==> src/hdl/iod_pkg.sv <==
// Package: addresses, field positions, masks and opcodes of the I/O space
package iod_pkg;

    // ****************************************************************
    // Address space
    // ****************************************************************
    localparam logic [5:0] IO_ADDR_LAST  = 6'h3F;
    localparam logic [5:0] BIT_ADDR_LAST = 6'h1F;
    localparam logic [7:0] DATA_SPACE_OFS = 8'h20;
    localparam logic [7:0] DATA_SPACE_END = 8'h5F;
    localparam int         LOW_REGS      = 32;

    localparam logic [4:0] ADR_DIG_IN_DIS   = 5'h01;
    localparam logic [4:0] ADR_BAUD_HI      = 5'h02;
    localparam logic [4:0] ADR_FRAME_FMT    = 5'h03;
    localparam logic [4:0] ADR_COMP_CS      = 5'h08;
    localparam logic [4:0] ADR_BAUD_LO      = 5'h09;
    localparam logic [4:0] ADR_USART_CTRL   = 5'h0A;
    localparam logic [4:0] ADR_USART_STAT   = 5'h0B;
    localparam logic [4:0] ADR_USART_DATA   = 5'h0C;
    localparam logic [4:0] ADR_SER_CTRL     = 5'h0D;
    localparam logic [4:0] ADR_SER_STAT     = 5'h0E;
    localparam logic [4:0] ADR_SER_SHIFT    = 5'h0F;
    localparam logic [4:0] ADR_PD_PIN       = 5'h10;
    localparam logic [4:0] ADR_PD_DIR       = 5'h11;
    localparam logic [4:0] ADR_PD_OUT       = 5'h12;
    localparam logic [4:0] ADR_SCRATCH0     = 5'h13;
    localparam logic [4:0] ADR_SCRATCH1     = 5'h14;
    localparam logic [4:0] ADR_SCRATCH2     = 5'h15;
    localparam logic [4:0] ADR_PB_PIN       = 5'h16;
    localparam logic [4:0] ADR_PB_DIR       = 5'h17;
    localparam logic [4:0] ADR_PB_OUT       = 5'h18;
    localparam logic [4:0] ADR_PA_PIN       = 5'h19;
    localparam logic [4:0] ADR_PA_DIR       = 5'h1B;

    // ****************************************************************
    // Field positions
    // ****************************************************************
    localparam int BIT_RX_DONE   = 7;
    localparam int BIT_TX_DONE   = 6;
    localparam int BIT_TX_EMPTY  = 5;
    localparam int BIT_FRAME_ERR = 4;
    localparam int BIT_OVERRUN   = 3;
    localparam int BIT_PARITY    = 2;
    localparam int BIT_RX_BIT8   = 1;
    localparam int BIT_CMP_OUT   = 5;
    localparam int BIT_CMP_FLAG  = 4;
    localparam int BIT_SER_START = 7;
    localparam int BIT_SER_OVF   = 6;
    localparam int BIT_SER_STOP  = 5;
    localparam int BIT_SER_COLL  = 4;

    localparam logic [7:0] REG_RESET = 8'h00;

    // ****************************************************************
    // Opcodes seen from the core
    // ****************************************************************
    typedef enum logic [2:0] {
        OP_IO_READ            = 3'h0,
        OP_IO_WRITE           = 3'h1,
        SET_SINGLE_BIT_OP     = 3'h2,
        CLEAR_SINGLE_BIT_OP   = 3'h3,
        SKIP_IF_BIT_SET_OP    = 3'h4,
        SKIP_IF_BIT_CLEAR_OP  = 3'h5,
        DATA_SPACE_LOAD_OP    = 3'h6,
        DATA_SPACE_STORE_OP   = 3'h7
    } iod_op_t;

    // ****************************************************************
    // Per-register bit classes
    // ****************************************************************
    function automatic logic [7:0] wr_mask(input logic [4:0] a);
        case (a)
            ADR_DIG_IN_DIS: wr_mask = 8'h03;
            ADR_BAUD_HI:    wr_mask = 8'h0F;
            ADR_FRAME_FMT:  wr_mask = 8'h7F;
            ADR_COMP_CS:    wr_mask = 8'hCF;
            ADR_USART_CTRL: wr_mask = 8'hFD;
            ADR_USART_STAT: wr_mask = 8'h03;
            ADR_SER_STAT:   wr_mask = 8'h0F;
            ADR_PD_DIR,
            ADR_PD_OUT:     wr_mask = 8'h7F;
            ADR_PA_DIR:     wr_mask = 8'h07;
            ADR_BAUD_LO, ADR_SER_CTRL, ADR_SER_SHIFT, ADR_SCRATCH0,
            ADR_SCRATCH1, ADR_SCRATCH2, ADR_PB_DIR,
            ADR_PB_OUT:     wr_mask = 8'hFF;
            default:        wr_mask = 8'h00;
        endcase
    endfunction

    function automatic logic [7:0] w1c_mask(input logic [4:0] a);
        case (a)
            ADR_COMP_CS:    w1c_mask = 8'h10;
            ADR_USART_STAT: w1c_mask = 8'h40;
            ADR_SER_STAT:   w1c_mask = 8'hE0;
            default:        w1c_mask = 8'h00;
        endcase
    endfunction

    function automatic logic [7:0] live_mask(input logic [4:0] a);
        case (a)
            ADR_COMP_CS:    live_mask = 8'h20;
            ADR_USART_CTRL: live_mask = 8'h02;
            ADR_USART_STAT: live_mask = 8'hBC;
            ADR_USART_DATA: live_mask = 8'hFF;
            ADR_SER_STAT:   live_mask = 8'h10;
            ADR_PD_PIN:     live_mask = 8'h7F;
            ADR_PB_PIN:     live_mask = 8'hFF;
            ADR_PA_PIN:     live_mask = 8'h07;
            default:        live_mask = 8'h00;
        endcase
    endfunction

endpackage

==> src/hdl/iod_bitop_if.sv <==
// Interface: carrier between the decoder and the bit-operation unit
`timescale 1ns/1ps
`default_nettype none
interface iod_bitop_if;
    import iod_pkg::*;
    iod_op_t    op;
    logic [2:0] bit_sel;
    logic [7:0] wdata;
    logic [7:0] old_val;
    logic [7:0] w1c_bits;
    logic [7:0] new_val;
    logic [7:0] clr_bits;
    logic       bit_val;

    modport user (output op, bit_sel, wdata, old_val, w1c_bits,
                  input  new_val, clr_bits, bit_val);
    modport unit (input  op, bit_sel, wdata, old_val, w1c_bits,
                  output new_val, clr_bits, bit_val);
endinterface
`default_nettype wire

==> src/hdl/iod_bitop.sv <==
// Bit-operation unit: merged write value, flag clears and bit test
`timescale 1ns/1ps
`default_nettype none
module iod_bitop
    import iod_pkg::*;
(
    iod_bitop_if.unit bo
);
    logic [7:0] sel;

    always_comb begin
        sel         = 8'h01 << bo.bit_sel;
        bo.bit_val  = bo.old_val[bo.bit_sel];
        bo.new_val  = bo.old_val;
        bo.clr_bits = 8'h00;
        case (bo.op)
            OP_IO_WRITE, DATA_SPACE_STORE_OP: begin
                bo.new_val  = bo.wdata;
                bo.clr_bits = bo.wdata & bo.w1c_bits;
            end
            SET_SINGLE_BIT_OP: begin
                bo.new_val  = bo.old_val | sel;
                bo.clr_bits = sel & bo.w1c_bits;
            end
            CLEAR_SINGLE_BIT_OP: begin
                bo.new_val  = bo.old_val & ~sel;
            end
            default: begin
                bo.new_val  = bo.old_val;
            end
        endcase
    end
endmodule
`default_nettype wire

==> src/hdl/iod_pin_sync.sv <==
// Three-stage pin synchroniser with agreement filter
`timescale 1ns/1ps
`default_nettype none
module iod_pin_sync #(
    parameter int W = 19
) (
    // Clock and reset
    input  wire logic         clk,
    input  wire logic         rst,
    // Pins and filtered result
    input  wire logic [W-1:0] pin_i,
    output logic      [W-1:0] pin_q
);
    logic [W-1:0] s1_q;
    logic [W-1:0] s2_q;
    logic [W-1:0] s3_q;

    always_ff @(posedge clk) begin
        if (rst) begin
            s1_q <= '0;
            s2_q <= '0;
            s3_q <= '0;
        end else begin
            s1_q <= pin_i;
            s2_q <= s1_q;
            s3_q <= s2_q;
        end
    end

    // Take a bit once stages two and three agree
    for (genvar i = 0; i < W; i++) begin : g_bit
        always_ff @(posedge clk) begin
            if (rst) begin
                pin_q[i] <= 1'b0;
            end else if (s2_q[i] == s3_q[i]) begin
                pin_q[i] <= s3_q[i];
            end
        end
    end
endmodule
`default_nettype wire

==> src/hdl/iod_io_space.sv <==
// Lower I/O register space: decode, storage, bit ops and peripheral taps
`timescale 1ns/1ps
`default_nettype none
module iod_io_space
    import iod_pkg::*;
(
    // Clock and reset
    input  wire logic       clk,
    input  wire logic       rst,

    // Core request
    input  wire logic       io_req,
    input  wire iod_op_t    io_op,
    input  wire logic [7:0] io_addr,
    input  wire logic [2:0] io_bit,
    input  wire logic [7:0] io_wdata,

    // Core response
    output logic            resp_valid,
    output logic            resp_hit,
    output logic            resp_skip,
    output logic [7:0]      resp_rdata,

    // Port pins
    input  wire logic [2:0] port_a_pin_i,
    input  wire logic [7:0] port_b_pin_i,
    input  wire logic [6:0] port_d_pin_i,
    output logic [2:0]      port_a_dir,
    output logic [7:0]      port_b_o,
    output logic [7:0]      port_b_oe,
    output logic [6:0]      port_d_o,
    output logic [6:0]      port_d_oe,

    // Serial port status and data
    input  wire logic       usart_rx_done,
    input  wire logic       usart_tx_empty,
    input  wire logic       usart_frame_err,
    input  wire logic       usart_overrun,
    input  wire logic       usart_parity_err,
    input  wire logic       usart_rx_bit8,
    input  wire logic [7:0] usart_rx_data,
    input  wire logic       usart_tx_done_evt,
    output logic            usart_tx_load,
    output logic [7:0]      usart_tx_data,
    output logic            usart_rx_taken,
    output logic [7:0]      usart_ctrl,
    output logic [6:0]      usart_frame_cfg,
    output logic [11:0]     usart_baud,
    output logic [1:0]      usart_speed_cfg,

    // Analog comparator
    input  wire logic       comp_out_i,
    input  wire logic       comp_edge_evt,
    output logic [7:0]      comp_ctrl,
    output logic [1:0]      comp_in_disable,

    // Universal serial interface
    input  wire logic       usi_start_evt,
    input  wire logic       usi_ovf_evt,
    input  wire logic       usi_stop_evt,
    input  wire logic       usi_collision,
    output logic [7:0]      usi_ctrl,
    output logic [3:0]      usi_count,
    output logic [7:0]      usi_shift_data
);

    // ****************************************************************
    // Declarations
    // ****************************************************************
    logic [7:0]  regs_q [LOW_REGS];
    logic [7:0]  evt_set [LOW_REGS];
    logic [18:0] pins_q;

    logic [4:0]  idx;
    logic        in_space;
    logic        low_hit;
    logic        is_bit_op;
    logic        is_write;
    logic        is_read;

    logic        do_write;
    logic        tx_wr;

    logic [7:0]  live_val;
    logic [7:0]  rd_val;
    logic [7:0]  keep_bits;
    logic        skip_d;

    // To the bit-op unit
    iod_bitop_if bo_if ();

    // ****************************************************************
    // Pin synchronisers
    // ****************************************************************
    // Order: comp, D, B, A
    iod_pin_sync #(
        .W (19)
    ) u_pin_sync (
        .clk   (clk),
        .rst   (rst),
        .pin_i ({comp_out_i, port_d_pin_i, port_b_pin_i, port_a_pin_i}),
        .pin_q (pins_q)
    );

    // ****************************************************************
    // Address decode
    // ****************************************************************
    always_comb begin
        in_space  = 1'b0;
        idx       = 5'h00;
        is_bit_op = 1'b0;
        is_write  = 1'b0;
        is_read   = 1'b0;
        case (io_op)
            OP_IO_READ, OP_IO_WRITE: begin
                in_space = (io_addr <= {2'b00, IO_ADDR_LAST});
                idx      = io_addr[4:0];
                is_write = (io_op == OP_IO_WRITE);
                is_read  = (io_op == OP_IO_READ);
            end
            // data space seen at I/O address plus offset
            DATA_SPACE_LOAD_OP, DATA_SPACE_STORE_OP: begin
                in_space = (io_addr >= DATA_SPACE_OFS) &&
                           (io_addr <= DATA_SPACE_END);
                idx      = 5'(io_addr - DATA_SPACE_OFS);
                is_write = (io_op == DATA_SPACE_STORE_OP);
                is_read  = (io_op == DATA_SPACE_LOAD_OP);
            end
            // bit ops only reach the low 32 addresses
            SET_SINGLE_BIT_OP, CLEAR_SINGLE_BIT_OP,
            SKIP_IF_BIT_SET_OP, SKIP_IF_BIT_CLEAR_OP: begin
                in_space  = (io_addr <= {2'b00, BIT_ADDR_LAST});
                idx       = io_addr[4:0];
                is_bit_op = 1'b1;
                is_write  = (io_op == SET_SINGLE_BIT_OP) ||
                            (io_op == CLEAR_SINGLE_BIT_OP);
            end
            default: begin
                in_space = 1'b0;
            end
        endcase
    end

    // Upper half of the space lies outside this block
    always_comb begin
        if (is_bit_op) begin
            low_hit = io_req && in_space;
        end else if ((io_op == DATA_SPACE_LOAD_OP) ||
                     (io_op == DATA_SPACE_STORE_OP)) begin
            low_hit = io_req && in_space &&
                      (io_addr < (DATA_SPACE_OFS + 8'(LOW_REGS)));
        end else begin
            low_hit = io_req && in_space && !io_addr[5];
        end
    end

    // Writes need a hit in this block
    assign do_write = low_hit && is_write;

    // No strobe on bit ops
    assign tx_wr = low_hit && !is_bit_op && is_write &&
                   (idx == ADR_USART_DATA);

    // ****************************************************************
    // Live values from peripherals and pins
    // ****************************************************************
    always_comb begin
        live_val = 8'h00;
        case (idx)
            ADR_COMP_CS:    live_val[BIT_CMP_OUT] = pins_q[18];
            ADR_USART_CTRL: live_val[BIT_RX_BIT8] = usart_rx_bit8;
            ADR_USART_STAT: begin
                live_val[BIT_RX_DONE]   = usart_rx_done;
                live_val[BIT_TX_EMPTY]  = usart_tx_empty;
                live_val[BIT_FRAME_ERR] = usart_frame_err;
                live_val[BIT_OVERRUN]   = usart_overrun;
                live_val[BIT_PARITY]    = usart_parity_err;
            end
            ADR_USART_DATA: live_val = usart_rx_data;
            ADR_SER_STAT:   live_val[BIT_SER_COLL] = usi_collision;
            ADR_PD_PIN:     live_val = {1'b0, pins_q[17:11]};
            ADR_PB_PIN:     live_val = pins_q[10:3];
            ADR_PA_PIN:     live_val = {5'h00, pins_q[2:0]};
            default:        live_val = 8'h00;
        endcase
    end

    // reserved bits and addresses read zero
    always_comb begin
        keep_bits = wr_mask(idx) | w1c_mask(idx);
        rd_val    = (regs_q[idx] & keep_bits) | (live_val & live_mask(idx));
    end

    // ****************************************************************
    // Bit-operation unit
    // ****************************************************************
    assign bo_if.op       = io_op;
    assign bo_if.bit_sel  = io_bit;
    assign bo_if.wdata    = io_wdata;
    // Bit test sees live bits
    assign bo_if.old_val  = rd_val;
    assign bo_if.w1c_bits = w1c_mask(idx);

    iod_bitop u_bitop (
        .bo (bo_if.unit)
    );

    // ****************************************************************
    // Hardware flag events
    // ****************************************************************
    // Peripheral pulses
    always_comb begin
        for (int i = 0; i < LOW_REGS; i++) begin
            evt_set[i] = 8'h00;
        end
        evt_set[ADR_USART_STAT][BIT_TX_DONE]  = usart_tx_done_evt;
        evt_set[ADR_COMP_CS][BIT_CMP_FLAG]    = comp_edge_evt;
        evt_set[ADR_SER_STAT][BIT_SER_START]  = usi_start_evt;
        evt_set[ADR_SER_STAT][BIT_SER_OVF]    = usi_ovf_evt;
        evt_set[ADR_SER_STAT][BIT_SER_STOP]   = usi_stop_evt;
    end

    // ****************************************************************
    // Register storage
    // ****************************************************************
    for (genvar g = 0; g < LOW_REGS; g++) begin : g_reg
        localparam logic [4:0] A = 5'(g);
        logic [7:0] wm;
        logic [7:0] fm;
        logic [7:0] reg_d;

        assign wm = wr_mask(A);
        assign fm = w1c_mask(A);

        always_comb begin
            reg_d = regs_q[g];
            if (do_write && (idx == A)) begin
                reg_d = (regs_q[g] & ~wm) | (bo_if.new_val & wm);
                reg_d = reg_d & ~(bo_if.clr_bits & fm);
            end
            // Set wins over a clear in the same cycle
            reg_d = (reg_d & (wm | fm)) | (evt_set[g] & fm);
        end

        always_ff @(posedge clk) begin
            if (rst) begin
                regs_q[g] <= REG_RESET;
            end else begin
                regs_q[g] <= reg_d;
            end
        end
    end

    // ****************************************************************
    // Response to the core
    // ****************************************************************
    // test of the selected bit
    always_comb begin
        case (io_op)
            SKIP_IF_BIT_SET_OP:   skip_d = low_hit && bo_if.bit_val;
            SKIP_IF_BIT_CLEAR_OP: skip_d = low_hit && !bo_if.bit_val;
            default:              skip_d = 1'b0;
        endcase
    end

    // One pulse per request
    always_ff @(posedge clk) begin
        if (rst) begin
            resp_valid <= 1'b0;
            resp_hit   <= 1'b0;
            resp_skip  <= 1'b0;
        end else begin
            resp_valid <= io_req;
            resp_hit   <= low_hit;
            resp_skip  <= skip_d;
        end
    end

    // Holds until next request
    always_ff @(posedge clk) begin
        if (rst) begin
            resp_rdata <= 8'h00;
        end else if (io_req) begin
            resp_rdata <= (low_hit && is_read) ? rd_val : 8'h00;
        end
    end

    // ****************************************************************
    // Serial data register side effects
    // ****************************************************************
    always_ff @(posedge clk) begin
        if (rst) begin
            usart_tx_load  <= 1'b0;
            usart_rx_taken <= 1'b0;
        end else begin
            usart_tx_load  <= tx_wr;
            usart_rx_taken <= low_hit && is_read &&
                              (idx == ADR_USART_DATA);
        end
    end

    always_ff @(posedge clk) begin
        if (rst) begin
            usart_tx_data <= 8'h00;
        end else if (tx_wr) begin
            usart_tx_data <= io_wdata;
        end
    end

    // ****************************************************************
    // Register taps toward pins and peripherals
    // ****************************************************************
    // Reserved bits masked
    assign port_a_dir      = regs_q[ADR_PA_DIR][2:0];
    assign port_b_o        = regs_q[ADR_PB_OUT];
    assign port_b_oe       = regs_q[ADR_PB_DIR];
    assign port_d_o        = regs_q[ADR_PD_OUT][6:0];
    assign port_d_oe       = regs_q[ADR_PD_DIR][6:0];
    assign usart_ctrl      = regs_q[ADR_USART_CTRL] & wr_mask(ADR_USART_CTRL);
    assign usart_frame_cfg = regs_q[ADR_FRAME_FMT][6:0];
    assign usart_baud      = {regs_q[ADR_BAUD_HI][3:0], regs_q[ADR_BAUD_LO]};
    assign usart_speed_cfg = regs_q[ADR_USART_STAT][1:0];
    assign comp_ctrl       = regs_q[ADR_COMP_CS] & wr_mask(ADR_COMP_CS);
    assign comp_in_disable = regs_q[ADR_DIG_IN_DIS][1:0];
    assign usi_ctrl        = regs_q[ADR_SER_CTRL];
    assign usi_count       = regs_q[ADR_SER_STAT][3:0];
    assign usi_shift_data  = regs_q[ADR_SER_SHIFT];

endmodule
`default_nettype wire

==> config.mk <==
export PLATFORM = sky130hd
export DESIGN_NAME = iod_io_space
export DESIGN_NICKNAME = d
export VERILOG_FILES = /design/src/hdl/iod_pkg.sv /design/src/hdl/iod_bitop_if.sv /design/src/hdl/iod_bitop.sv /design/src/hdl/iod_pin_sync.sv /design/src/hdl/iod_io_space.sv
export SDC_FILE = /design/constraint.sdc
export NUM_CORES = 1
export LEC_CHECK = 0
export BUFFER_PORTS_ARGS = -buffer_cell sky130_fd_sc_hd__buf_2
export CORE_UTILIZATION = 60
export CTS_CLUSTER_DIAMETER = 200
export DETAILED_ROUTE_END_ITERATION = 10
export GPL_TIMING_DRIVEN = 0
export PLACE_DENSITY = 0.94
export SLEW_MARGIN = 20
export SYNTH_ARGS = -nofsm -noshare
export SYNTH_HDL_FRONTEND = slang
export SYNTH_SLANG_ARGS = --single-unit
==> constraint.sdc <==
create_clock -name clk -period 7.3 [get_ports clk]
set_input_delay 0.73 -clock clk [delete_from_list [all_inputs] [get_ports clk]]
set_output_delay 0.73 -clock clk [all_outputs]
set_load 0.1 [all_outputs]
==> metrics <==
post-cts sizing count=0; drt first-iter violations=1676; commonest cells after routing, fill and taps aside=dfxtp_1, buf_2, nor2_1; simple-gate share of the synthesized area=0.188; Final Util=0.746; vias in the first global route=9017; ANT nets after route=0; Cells after Synth=1022; area leader, netlist=dfxtp_1; most common cell after layout, fill and taps aside=dfxtp_1; vias per cell=6.48; Netlist cell types=82; Tmin final=4330 ps; Post-CTS Setup Inserts=0; FF-to-FF path depth=8; CTS tree=built; Routed wire per std cell=23.2 um; RR Endpoint=regs_q[21][6]; kind of critical path=input port to register; area share of the largest cell type after synthesis=0.396; cts bufs inserted=21; Synth Area in Adders=0.00908; Fmax=0.231 GHz; clk slew on worst S/H paths=60 ps; FF+latch area=0.00454 mm^2; hold wc startpoint=port_d_pin_i[3]; fillcell total=1129; First-pass DRT Iterations=6; via count=9357; Syn-to-layout area delta=19.2%; initial antenna violation count=0; footprint of the multi-input gates=0.00456 mm^2; Worst Hold Class=input port to register; Worst Path Arrival=4730 ps; IO Count=177; GPL Wtd Cong=1.05; Post-Route Skew=17.9 ps; XOR/XNOR Fraction of Synth Area=0.000908; post-synthesis mux area share=0.0567; Syn. warnings=0; Req. time, crit path=7710 ps; layout cells sized above 1=0.251; worst hold path stage count=2; syn_area_per_cell=9.44 um^2; Worst VDD drop=274 uV; Setup crit end kind=register; Core ar.=0.0154 mm^2; flop-to-flop setup slack=4230 ps; Period Utilization, post-route=0.593; setup violators final=0; Top FF cell, synth=dfxtp_1; clk_lat worst skew=520 ps; Setup TNS=0 ps; overall routing resource usage=0.401; grt ovf=0; main combinational cell family by area after synthesis=compound AO/OA/AOI/OAI gates; IO Port Bufs=171; die area=0.0166 mm^2; Pwr Density=226 mW/mm^2; RR Startpoint=regs_q[21][6]; Async S/R FF share, synth=0; max_cap viols=0; DRT Wirelength=33500 um; status=complete, no violations; final net count=1289; Die W=129 um; DRC=0; Initial Util=0.625; Ant. Diodes=0; RSZ-0062 raised after global routing=no; register area share after synthesis=0.471; Synth Register Bits=215; Leak=4.61 nW; post-synthesis compound-gate area fraction=0.216; EDFF count, synth=24; largest net degree at the start of global routing=16; CTS max path bufs=3; row cnt=45; CP max FO=13; Die Span Y=129 um; root buffer cell=clkbuf_16; Slew Limit Fails=0; Mapped Area=0.00965 mm^2; first-pass GRT wire length=50200 um; H-tree depth=1; max_slew headroom=0.459; hold-fix buffers at CTS=0; Tightest Pin Transition=812 ps; Hold Vio Cnt, Final=0; Clock Sinks=215; leading post-synthesis cells by cell area=dfxtp_1, edfxtp_1, nor2_1, a211oi_1, nor2b_1; Hold Path End=u_pin_sync.s1_q[14]; Critical Path Start Type=input port; placed wire-length estimate=23800 um
[area by class of cell]
cell class | instances | area share
inverter | 15 | 0.00489
sequential | 215 | 0.395
clock inverter | 6 | 0.00522
tap | 211 | 0.0229
clock buffer | 31 | 0.0570
buffer | 89 | 0.0442
timing repair buffer | 171 | 0.0744
multi-input combinational | 705 | 0.396
[critical path, cell delays in order]
cell	delay, ps
buf_2	150
buf_4	210
inv_1	250
buf_2	400
ha_1	200
clkbuf_1	350
clkbuf_1	510
a21oi_1	220
o311ai_1	670
nand2_1	600
a311oi_1	420
[state kept, by name (all words and copies together), names as in the netlist, 8 cells and up]
name and flops:
regs_q 118, usart_tx_data 8, u_pin_sync.s2_q 19, u_pin_sync.s3_q 19
u_pin_sync.pin_q 19, resp_rdata 8, u_pin_sync.s1_q 19
[cells in the mapped netlist (11+ instances only)]
cell type,count
nor2b_1,66
a22oi_1,11
nand2_1,59
a21oi_1,45
o21ai_0,39
nor2_1,157
clkbuf_1,40
inv_1,13
mux2i_1,33
buf_2,16
dfxtp_1,191
a211oi_2,16
a211oi_1,70
edfxtp_1,24
mux2_2,12
buf_4,26
nand3_1,23
[worst max path at each step]
stage	from	to	slack (ps)	cells after the start
after floorplan	io_addr[0]	regs_q[19][6]	3910	13
after global placement	io_addr[0]	regs_q[20][6]	2720	14
after detailed placement	io_addr[0]	regs_q[21][6]	2710	14
after CTS	io_addr[0]	regs_q[21][6]	3240	14
after global routing	io_addr[0]	regs_q[8][7]	2970	11
final	io_addr[0]	regs_q[10][7]	2970	11
[routing by layer]
metal / up-vias / global-route usage / routed length (um)
met5: - / 0.0324 / 73
li1: 4075 / - / -
met4: 2 / 0.217 / 1940
met2: 708 / 0.652 / 15300
met1: 4400 / 0.495 / 12300
met3: 172 / 0.0902 / 3850
[stage by stage]
stage               cell area (um^2)  setup slack, ps  total power, mW  std cells  hold WS [ps]
floorplan                       9660             3910             1.40       1024           414
global route                   11500             2970             2.66       1443           434
global placement               10800             2720             1.49       1406           417
detailed placement             10800             2710             1.49       1406           424
CTS                            11500             3240             2.59       1443           413
finish                         11500             2970             2.60       1443           421
[cells by family (layout without fill, tap and decap cells)]
logic type	Yosys count	after routing
and+or+nand+nor	372	372
AOI/OAI and AO/OA	271	271
DFF	215	215
buffers and inverters	104	312
muxes	51	51
adders and majority gates	7	7
other	1	3
xor gates and xnor gates	1	1
[where the power goes]
| group | total [mW] | switching, mW | internal (mW) | leakage [nW] |
|---|---|---|---|---|
| logic | 0.260 | 0.182 | 0.0779 | 2.46 |
| clock network | 1.12 | 0.463 | 0.659 | 0.358 |
| registers | 1.22 | 0.00908 | 1.21 | 1.80 |
| total | 2.60 | 0.654 | 1.95 | 4.61 |
(Power assumes the default switching activity.)
